--- src/rtl/swc_cfg.svh ---
// Purpose: constants for suspend and warm-up control
// Assumes: 250 MHz system clock
// Notes: offsets are byte addresses on APB
`ifndef SWC_CFG_SVH
`define SWC_CFG_SVH
// Register indices and byte addresses
`define SWC_PWRCTL_IDX 12'h087
`define SWC_KEY_IDX 12'h08E
`define SWC_OPT_IDX 12'h090
`define SWC_STAT_IDX 12'h091
`define SWC_PWRCTL_ADDR (`SWC_PWRCTL_IDX * 4)
`define SWC_KEY_ADDR (`SWC_KEY_IDX * 4)
`define SWC_OPT_ADDR (`SWC_OPT_IDX * 4)
`define SWC_STAT_ADDR (`SWC_STAT_IDX * 4)
// Power control fields
`define SWC_PC_BAUD 7
`define SWC_PC_VIEW 6
`define SWC_PC_FHI 3
`define SWC_PC_FLO 2
`define SWC_PC_SLEEP 1
`define SWC_PC_HALT 0
`define SWC_PC_MASK 8'hCF
`define SWC_PWRCTL_RST 8'h00
`define SWC_KEY_RST 8'h00
`define SWC_KEY_VAL 8'h55
// Option fields
`define SWC_OPT_WLEN 1:0
`define SWC_OPT_DOG 2
`define SWC_OPT_DOGSLP 3
`define SWC_OP_RSTPIN 4
`define SWC_OP_BOEN 5
`define SWC_OP_BOLVL 6
`define SWC_OPT_MON 7
`define SWC_OP_LED 8
`define SWC_OPT_SRC 15:12
`define SWC_OPT_RST 16'h0000
`define SWC_OPT_MASK 16'hF1FF
// Timing
`define SWC_CLK_MHZ 250
`define SWC_T_POR_US 11000
`define SWC_T_WDT_US 1000
`define SWC_T_WAKE_US 800
`endif

--- src/rtl/swc_pkg.sv ---
// Purpose: types for suspend and warm-up control
// Assumes: nothing
// Notes: state and clock source codes
package swc_pkg;
  typedef enum logic [2:0] {
    SWC_INIT = 3'h0,
    SWC_PWR = 3'h1,
    SWC_OSC = 3'h2,
    SWC_RUN = 3'h3,
    SWC_IDLE = 3'h4,
    SWC_DOWN = 3'h5
  } swc_state_e;
  typedef enum logic [1:0] {
    SWC_SRC_OFF = 2'h0,
    SWC_SRC_RC12M = 2'h1,
    SWC_SRC_RC128K = 2'h2,
    SWC_SRC_X32K = 2'h3
  } swc_src_e;
  typedef logic [2:0] swc_pair_t;
endpackage : swc_pkg

--- src/rtl/swc_top.sv ---
// Purpose: suspend entry, wake and warm-up sequencing over APB
// Assumes: APB master in clk domain; osc_pin from oscillator pad
// Notes: one APB transfer stands for one instruction
`include "swc_cfg.svh"

module swc_top #(
  parameter int POR_CYC = `SWC_T_POR_US * `SWC_CLK_MHZ,
  parameter int WDT_CYC = `SWC_T_WDT_US * `SWC_CLK_MHZ,
  parameter int WAKE_CYC = `SWC_T_WAKE_US * `SWC_CLK_MHZ
) (
  // Clock and reset
  input wire logic clk,
  input wire logic nrst,
  // APB slave
  input wire logic psel,
  input wire logic penable,
  input wire logic pwrite,
  input wire logic [11:0] paddr,
  input wire logic [31:0] pwdata,
  output logic [31:0] prdata,
  output logic pready,
  output logic pslverr,
  // Reset cause and wake sources
  input wire logic rst_by_wdt,
  input wire logic wdt_in_pd,
  input wire logic irq_wake,
  input wire logic ext_irq_wake,
  input wire logic osc_pin,
  // Clock gating
  output logic cpu_clk_en,
  output logic periph_clk_en,
  output logic osc_run,
  output logic core_ready,
  // Serial controls
  output logic baud_double,
  output logic serial_ctrl_view_select,
  // Option driven controls
  output logic wdt_run,
  output logic reset_pin_is_io,
  output logic brownout_enable,
  output logic brownout_level,
  output logic clock_monitor_en,
  output logic led_common_invert,
  output logic [1:0] osc_primary,
  output logic [1:0] osc_secondary
);

  // Oscillator warm-up length in oscillator periods
  function automatic logic [17:0] osc_len(input logic [15:0] opt);
    logic [17:0] n;
    n = 18'h00080;
    if (src_pri(opt[`SWC_OPT_SRC]) == 2'h3)
      n = 18'h02000;
    else if (src_pri(opt[`SWC_OPT_SRC]) == 2'h0)
    begin
      unique case (opt[`SWC_OPT_WLEN])
        2'h0: n = 18'h20000;
        2'h1: n = 18'h04000;
        2'h2: n = 18'h00800;
        2'h3: n = 18'h00100;
      endcase
    end
    return n;
  endfunction

  // Primary source: 0 high-speed crystal, 1 RC12M, 2 RC128K, 3 X32K
  function automatic logic [1:0] src_pri(input logic [3:0] c);
    logic [1:0] s;
    s = 2'h1;
    unique case (c)
      4'h3, 4'h6: s = 2'h2;
      4'hA, 4'hD: s = 2'h3;
      4'hE: s = 2'h0;
      default: s = 2'h1;
    endcase
    return s;
  endfunction

  swc_pkg::swc_state_e state_q;
  swc_pkg::swc_state_e state_d;
  logic [7:0] pwr_ctl_q;
  logic [7:0] key_q;
  logic armed_q;
  logic bad_q;
  logic go_q;
  logic [15:0] opt_q;
  logic osc_after_q;
  logic [21:0] pwr_cnt_q;
  logic [17:0] osc_cnt_q;
  logic osc_s1_q;
  logic osc_s2_q;
  logic osc_s3_q;
  logic osc_tick;
  logic fire;
  logic wr_fire;
  logic hit_pwr;
  logic hit_key;
  logic hit_opt;
  logic hit_stat;
  logic req_bits;
  logic wake_done;
  logic [1:0] sec;

  // Address decode
  assign hit_pwr = paddr == 12'(`SWC_PWRCTL_ADDR);
  assign hit_key = paddr == 12'(`SWC_KEY_ADDR);
  assign hit_opt = paddr == 12'(`SWC_OPT_ADDR);
  assign hit_stat = paddr == 12'(`SWC_STAT_ADDR);
  assign fire = psel & penable & pready;
  assign wr_fire = fire & pwrite;
  assign req_bits = pwdata[`SWC_PC_SLEEP] | pwdata[`SWC_PC_HALT];

  // APB answer one cycle into access phase
  always_ff @(posedge clk or negedge nrst)
  begin
    if (!nrst)
      pready <= 1'b0;
    else
      pready <= psel & penable & ~pready;
  end

  // Read data and error for unmapped addresses
  always_ff @(posedge clk or negedge nrst)
  begin
    if (!nrst)
    begin
      prdata <= 32'h00000000;
      pslverr <= 1'b0;
    end
    else if (psel & penable & ~pready)
    begin
      pslverr <= ~(hit_pwr | hit_key | hit_opt | hit_stat);
      prdata <= 32'h00000000;
      if (!pwrite)
      begin
        if (hit_pwr)
          prdata <= {24'h000000, pwr_ctl_q};
        else if (hit_key)
          prdata <= {24'h000000, key_q};
        else if (hit_opt)
          prdata <= {16'h0000, opt_q};
        else if (hit_stat)
          prdata <= {28'h0000000, osc_after_q, state_q};
      end
    end
    else
    begin
      pslverr <= 1'b0;
      prdata <= 32'h00000000;
    end
  end

  // Oscillator pad synchroniser and edge detect
  always_ff @(posedge clk or negedge nrst)
  begin
    if (!nrst)
    begin
      osc_s1_q <= 1'b0;
      osc_s2_q <= 1'b0;
      osc_s3_q <= 1'b0;
    end
    else
    begin
      osc_s1_q <= osc_pin;
      osc_s2_q <= osc_s1_q;
      osc_s3_q <= osc_s2_q;
    end
  end
  assign osc_tick = osc_s2_q & ~osc_s3_q;

  // Code option register
  always_ff @(posedge clk or negedge nrst)
  begin
    if (!nrst)
      opt_q <= `SWC_OPT_RST;
    else if (wr_fire & hit_opt)
      opt_q <= pwdata[15:0] & `SWC_OPT_MASK;
  end

  // Suspend key register
  always_ff @(posedge clk or negedge nrst)
  begin
    if (!nrst)
    begin
      key_q <= `SWC_KEY_RST;
      armed_q <= 1'b0;
    end
    else if (wr_fire & hit_key)
    begin
      key_q <= pwdata[7:0];
      armed_q <= pwdata[7:0] == `SWC_KEY_VAL;
    end
    else if (wake_done)
    begin
      key_q <= `SWC_KEY_RST;
      armed_q <= 1'b0;
    end
    else if (fire & armed_q)
    begin
      armed_q <= 1'b0;
      if (!(wr_fire & hit_pwr & req_bits))
        key_q <= `SWC_KEY_RST;
    end
  end

  // Suspend go and broken-order flags
  always_ff @(posedge clk or negedge nrst)
  begin
    if (!nrst)
    begin
      go_q <= 1'b0;
      bad_q <= 1'b0;
    end
    else
    begin
      // accept request only right after key
      go_q <= wr_fire & hit_pwr & req_bits & armed_q;
      bad_q <= wr_fire & hit_pwr & req_bits & ~armed_q;
    end
  end

  // Power control register
  always_ff @(posedge clk or negedge nrst)
  begin
    if (!nrst)
      pwr_ctl_q <= `SWC_PWRCTL_RST;
    else if (wr_fire & hit_pwr)
      pwr_ctl_q <= pwdata[7:0] & `SWC_PC_MASK;
    else if (bad_q)
    begin
      pwr_ctl_q[`SWC_PC_SLEEP] <= 1'b0;
      pwr_ctl_q[`SWC_PC_HALT] <= 1'b0;
    end
    else if (wake_done)
    begin
      pwr_ctl_q[`SWC_PC_SLEEP] <= 1'b0;
      pwr_ctl_q[`SWC_PC_HALT] <= 1'b0;
    end
  end

  // Exit from idle, or end of warm-up after reset or power-down
  assign wake_done = (state_q == swc_pkg::SWC_IDLE && irq_wake) ||
    (state_q != swc_pkg::SWC_RUN && state_q != swc_pkg::SWC_IDLE &&
    state_q != swc_pkg::SWC_DOWN && state_d == swc_pkg::SWC_RUN);

  // Sequencer next state
  always_comb
  begin
    state_d = state_q;
    unique case (state_q)
      swc_pkg::SWC_INIT:
        state_d = swc_pkg::SWC_PWR;
      swc_pkg::SWC_PWR:
      begin
        if (pwr_cnt_q == 22'h000000)
          state_d = osc_after_q ? swc_pkg::SWC_OSC :
            swc_pkg::SWC_RUN;
      end
      swc_pkg::SWC_OSC:
      begin
        if (osc_tick && osc_cnt_q == 18'h00000)
          state_d = swc_pkg::SWC_RUN;
      end
      swc_pkg::SWC_RUN:
      begin
        if (go_q && pwr_ctl_q[`SWC_PC_SLEEP])
          state_d = swc_pkg::SWC_DOWN;
        else if (go_q)
          state_d = swc_pkg::SWC_IDLE;
      end
      swc_pkg::SWC_IDLE:
      begin
        if (irq_wake)
          state_d = swc_pkg::SWC_RUN;
      end
      swc_pkg::SWC_DOWN:
      begin
        if (ext_irq_wake)
          state_d = swc_pkg::SWC_PWR;
      end
      default:
        state_d = swc_pkg::SWC_INIT;
    endcase
  end

  // Sequencer state register
  always_ff @(posedge clk or negedge nrst)
  begin
    if (!nrst)
      state_q <= swc_pkg::SWC_INIT;
    else
      state_q <= state_d;
  end

  // Power warm-up counter and oscillator follow-on flag
  always_ff @(posedge clk or negedge nrst)
  begin
    if (!nrst)
    begin
      pwr_cnt_q <= 22'h000000;
      osc_after_q <= 1'b1;
    end
    else if (state_q == swc_pkg::SWC_INIT)
    begin
      if (rst_by_wdt)
      begin
        pwr_cnt_q <= 22'(WDT_CYC - 1);
        osc_after_q <= wdt_in_pd;
      end
      else
      begin
        pwr_cnt_q <= 22'(POR_CYC - 1);
        osc_after_q <= 1'b1;
      end
    end
    else if (state_q == swc_pkg::SWC_DOWN && ext_irq_wake)
    begin
      pwr_cnt_q <= 22'(WAKE_CYC - 1);
      osc_after_q <= 1'b1;
    end
    else if (state_q == swc_pkg::SWC_PWR &&
      pwr_cnt_q != 22'h000000)
      pwr_cnt_q <= pwr_cnt_q - 22'h000001;
  end

  // Oscillator warm-up counter in oscillator periods
  always_ff @(posedge clk or negedge nrst)
  begin
    if (!nrst)
      osc_cnt_q <= 18'h00000;
    else if (state_q != swc_pkg::SWC_OSC)
      osc_cnt_q <= osc_len(opt_q) - 18'h00001;
    else if (osc_tick && osc_cnt_q != 18'h00000)
      osc_cnt_q <= osc_cnt_q - 18'h00001;
  end

  // Clock enables and core release
  always_ff @(posedge clk or negedge nrst)
  begin
    if (!nrst)
    begin
      cpu_clk_en <= 1'b0;
      periph_clk_en <= 1'b0;
      osc_run <= 1'b0;
      core_ready <= 1'b0;
    end
    else
    begin
      cpu_clk_en <= state_d == swc_pkg::SWC_RUN;
      periph_clk_en <= state_d == swc_pkg::SWC_RUN ||
        state_d == swc_pkg::SWC_IDLE;
      osc_run <= state_d != swc_pkg::SWC_DOWN &&
        state_d != swc_pkg::SWC_PWR;
      core_ready <= state_d == swc_pkg::SWC_RUN ||
        state_d == swc_pkg::SWC_IDLE || state_d == swc_pkg::SWC_DOWN;
    end
  end

  // Serial controls from power control bits
  always_ff @(posedge clk or negedge nrst)
  begin
    if (!nrst)
    begin
      baud_double <= 1'b0;
      serial_ctrl_view_select <= 1'b0;
    end
    else
    begin
      baud_double <= pwr_ctl_q[`SWC_PC_BAUD];
      serial_ctrl_view_select <= pwr_ctl_q[`SWC_PC_VIEW];
    end
  end

  // Secondary source from oscillator option
  always_comb
  begin
    sec = 2'h0;
    unique case (opt_q[`SWC_OPT_SRC])
      4'h3, 4'hA: sec = 2'h1;
      4'h6, 4'hD: sec = 2'h2;
      default: sec = 2'h0;
    endcase
  end

  // Option driven controls
  always_ff @(posedge clk or negedge nrst)
  begin
    if (!nrst)
    begin
      wdt_run <= 1'b0;
      reset_pin_is_io <= 1'b0;
      brownout_enable <= 1'b0;
      brownout_level <= 1'b0;
      clock_monitor_en <= 1'b0;
      led_common_invert <= 1'b0;
      osc_primary <= 2'h1;
      osc_secondary <= 2'h0;
    end
    else
    begin
      wdt_run <= opt_q[`SWC_OPT_DOG] &
        (state_d != swc_pkg::SWC_DOWN | opt_q[`SWC_OPT_DOGSLP]);
      reset_pin_is_io <= opt_q[`SWC_OP_RSTPIN];
      brownout_enable <= opt_q[`SWC_OP_BOEN];
      brownout_level <= opt_q[`SWC_OP_BOLVL];
      // monitor in warm-up only by option
      clock_monitor_en <= (state_d == swc_pkg::SWC_PWR ||
        state_d == swc_pkg::SWC_OSC) ? opt_q[`SWC_OPT_MON] : 1'b1;
      led_common_invert <= opt_q[`SWC_OP_LED];
      osc_primary <= src_pri(opt_q[`SWC_OPT_SRC]);
      osc_secondary <= sec;
    end
  end

endmodule // swc_top

--- config.mk ---
export PLATFORM = sky130hd
export DESIGN_NAME = swc_top
export DESIGN_NICKNAME = d
export VERILOG_FILES = /design/src/rtl/swc_pkg.sv /design/src/rtl/swc_top.sv
export VERILOG_INCLUDE_DIRS = /design/src /design/src/rtl
export SDC_FILE = /design/constraint.sdc
export NUM_CORES = 1
export LEC_CHECK = 0
export BUFFER_PORTS_ARGS = -buffer_cell sky130_fd_sc_hd__buf_2
export CAP_MARGIN = 20
export CORE_ASPECT_RATIO = 0.8
export CORE_MARGIN = 2
export CORE_UTILIZATION = 52
export CTS_BUF_LIST = sky130_fd_sc_hd__clkbuf_2
export DETAILED_ROUTE_END_ITERATION = 8
export PLACE_DENSITY = 0.77
export SLEW_MARGIN = 20
export SYNTH_ARGS = -nofsm -noshare
export SYNTH_HDL_FRONTEND = slang
export SYNTH_SLANG_ARGS = --single-unit
--- constraint.sdc ---
create_clock -name clk -period 2.51 [get_ports clk]
set_input_delay 0.753 -clock clk [delete_from_list [all_inputs] [get_ports clk]]
set_output_delay 0.753 -clock clk [all_outputs]
set_load 0.1 [all_outputs]
==> metrics.txt <==
Met2 Routed Length=6.65 mm; fin area=6750 um2; I/O Buffers=65; initial antenna violation count=0; nets=732; top-area cell type share of the netlist area=47.3%; final setup violation count=0; H-tree depth=3; most frequent cell after synthesis=dfrtp_1; worst r2r src=pwr_cnt_q[3]$_DFFE_PN0P_; Hold EP=osc_s1_q$_DFF_PN0_; Crit. End Element=flop; wl on met1=6.00 mm; library cells used by synthesis=70; diodes inserted=0; post-synthesis sequential area ratio=48.2%; max-slew violations=0; FP Rows=33; routed vias/inst=5.95; worst r2r dst=pwr_cnt_q[13]$_DFFE_PN0P_; ANT nets after route=0; Cells after DPL=787; synth top area cells=dfrtp_1 (47%), mux2_2 (3.8%), nor2_1 (2.9%); crit-path max cell delay=0.59 ns; initial DRC count=471; WP data arrival=2.98 ns; WP depth=6; top cell type by total area after synthesis=dfrtp_1; slew margin rel.=53.7%; final wirelength=13.9 mm; placed inst area=6350 um2; static leakage=3.10 nW; CP bufs+invs=0; per-cell routed wire length=17.0 um; Final Total Pwr=4.19 mW; worst slew pin tran=0.694 ns; Mean Syn Cell Area=9.95 um2; Longest Clk Path Bufs=2; Die X=120 um; core box area=10,400 um2; Tmin final=2.43 ns; Synth Flop Type=dfrtp_1; clk_skew=0.0268 ns; Peak VDD IR=0.000305 V; Residual DRC=0; CTS buffer count=9; clock latency at the later pin of the worst-skew pair=0.60 ns; die area=11,600 um2; HP Class=input pin to flop; Post-synth EDFFs=0; top routing layer in use=met4; pwr dens=621 nW/um2; Reg2Reg Setup Slack=0.08 ns; Yosys reg bits=108; RSZ-0062 raised after global routing=true; Post-Syn Area=5610 um2; synth-to-layout area growth=20.2%; clk root buf=clkbuf_2; Reg2Reg Depth=6; Critical Path Start Type=flop; CP Data Required Time=3.06 ns; CP max FO=4; largest net degree at the start of global routing=44; initial core utilization=54.1%; DR pass1 iterations=5; Worst Hold Depth=1; critical path's slowest cell=or4_1; critical path, cell by cell=or4_1 > or3_1 > or3_1 > o31ai_1 > nand3_1 > a22o_1; first-pass GRT wire length=23.0 mm; cells after synthesis=564; fin crit share=96.8%; Detailed Place HPWL=9.85 mm; ys async rst share=100%; via count=4,876; Max Freq=411 MHz; clock-pin slew on the worst setup and hold paths=0.31 ns; Synth top cells by count=dfrtp_1 (106), nor2_1 (43), nand2_1 (41); non-filler instance count after layout=819; status=complete, no violations; RePlAce Congestion=0.936; vias in the first global route=4,744; Final Hold Fails=0; Die Ht=96.9 um; share of cells above drive strength 1=32.3%; Max Cap Viol=0; worst hold start=osc_pin; Ys Warns=0; CTS sink count=108; GRT Util Overall=24.3%; TritonCTS clock tree=yes; I/O Pins=104; met3 wire length=931 um; Top delay family on crit path=simple AND/OR/NAND/NOR gates; GRT Residual Overflow=0; Worst Path Class, Setup=flop to flop; most frequent CP cell=or3_1
[what timing repair did]
| action | 4_1_cts | 5_1_grt |
|---|---|---|
| resized for setup | 7 | 35 |
| setup endpoints to repair | 15 | 31 |
| hold buffers | 0 | 1 |
| setup buffers | 2 | 13 |
| cloned | 0 | 0 |
| pin swaps | 1 | 8 |
| hold endpoints to repair | 0 | 25 |
[sequential cells by signal, indices dropped and copies added, names as in the netlist, 2 cells and up]
name / cells
osc_secondary: 2
opt_q: 13
pwr_cnt_q: 22
key_q: 8
pwr_ctl_q: 6
state_q: 3
prdata: 13
osc_cnt_q: 18
osc_primary: 2
[worst max path at each step]
stage                                         from                   endpoint  slack (ns)
final                     pwr_cnt_q[3]$_DFFE_PN0P_  pwr_cnt_q[13]$_DFFE_PN0P_        0.08
after global routing         opt_q[15]$_DFFE_PN0P_  osc_cnt_q[15]$_DFFE_PN0P_       -0.05
after CTS                    opt_q[12]$_DFFE_PN0P_  osc_cnt_q[17]$_DFFE_PN0P_        0.03
after detailed placement                  paddr[8]        prdata[1]$_DFF_PN0_       -0.07
after global placement                    paddr[8]      opt_q[13]$_DFFE_PN0P_       -0.05
after floorplan                           paddr[8]      opt_q[12]$_DFFE_PN0P_       -0.03
[worst register-to-register path, cell delays in order, from the launching register on]
cell and delay (ns):
dfrtp_1 0.47, or4_1 0.59, or3_1 0.39, or3_1 0.38, o31ai_1 0.21, nand3_1 0.11
a22o_1 0.24
[cell type report]
| type | count | area [um2] |
|---|---|---|
| multi-input combinational | 413 | 2860 |
| timing repair buffer | 130 | 843 |
| clock buffer | 9 | 45.0 |
| fill | 820 | 3620 |
| clock inverter | 7 | 70.1 |
| sequential | 108 | 2710 |
| inverter | 12 | 45.0 |
| tap | 140 | 175 |
[cells in the final DEF (no fill, tap or decap), drive strengths merged, types with 17 or more instances in the layout]
| cell | n |
|---|---|
| nand2 | 41 |
| nor2 | 43 |
| dfrtp | 106 |
| a22o | 17 |
| nor4 | 18 |
| conb | 19 |
| buf | 129 |
| o21ai | 22 |
| mux2 | 19 |
| a21oi | 24 |
| nor3 | 21 |
[kinds of logic (layout without fill, tap and decap cells)]
kind of cell | after synthesis | count (layout) | synth area share (%)
compound gates | 129 | 129 | 16.3
xor+xnor | 22 | 22 | 3.43
other cells | 1 | 19 | 0.0668
flops | 108 | 108 | 48.2
mux | 21 | 21 | 4.17
buf+inv | 61 | 158 | 5.42
simple gates | 218 | 218 | 21.5
fa+ha+maj | 4 | 4 | 0.892
[where the power goes]
group | leakage (nW) | switching [mW] | total, mW | internal (mW)
logic | 1.62 | 0.961 | 1.38 | 0.421
registers | 1.41 | 0.131 | 2.03 | 1.90
clock network | 0.0683 | 0.615 | 0.776 | 0.161
[routing by layer]
| metal | global-route usage, % | vias up |
|---|---|---|
| met5 | 0 | - |
| li1 | - | 2254 |
| met4 | 6.79 | 0 |
| met3 | 5.37 | 32 |
| met2 | 38.8 | 193 |
| met1 | 33.3 | 2397 |
[per-stage QoR]
step	utilization [%]	hold slack (ns)	TNS, ns	worst slack, ns
finish	65.1	0.251	0	0.0794
detailed placement	61.3	0.341	-1.12	-0.0692
global route	65.1	0.193	-0.0874	-0.0503
floorplan	-	0.331	-0.254	-0.0254
global placement	61.3	0.341	-0.615	-0.0459
CTS	62.7	0.0296	0	0.0271
Power figures use the tool's default switching activity.
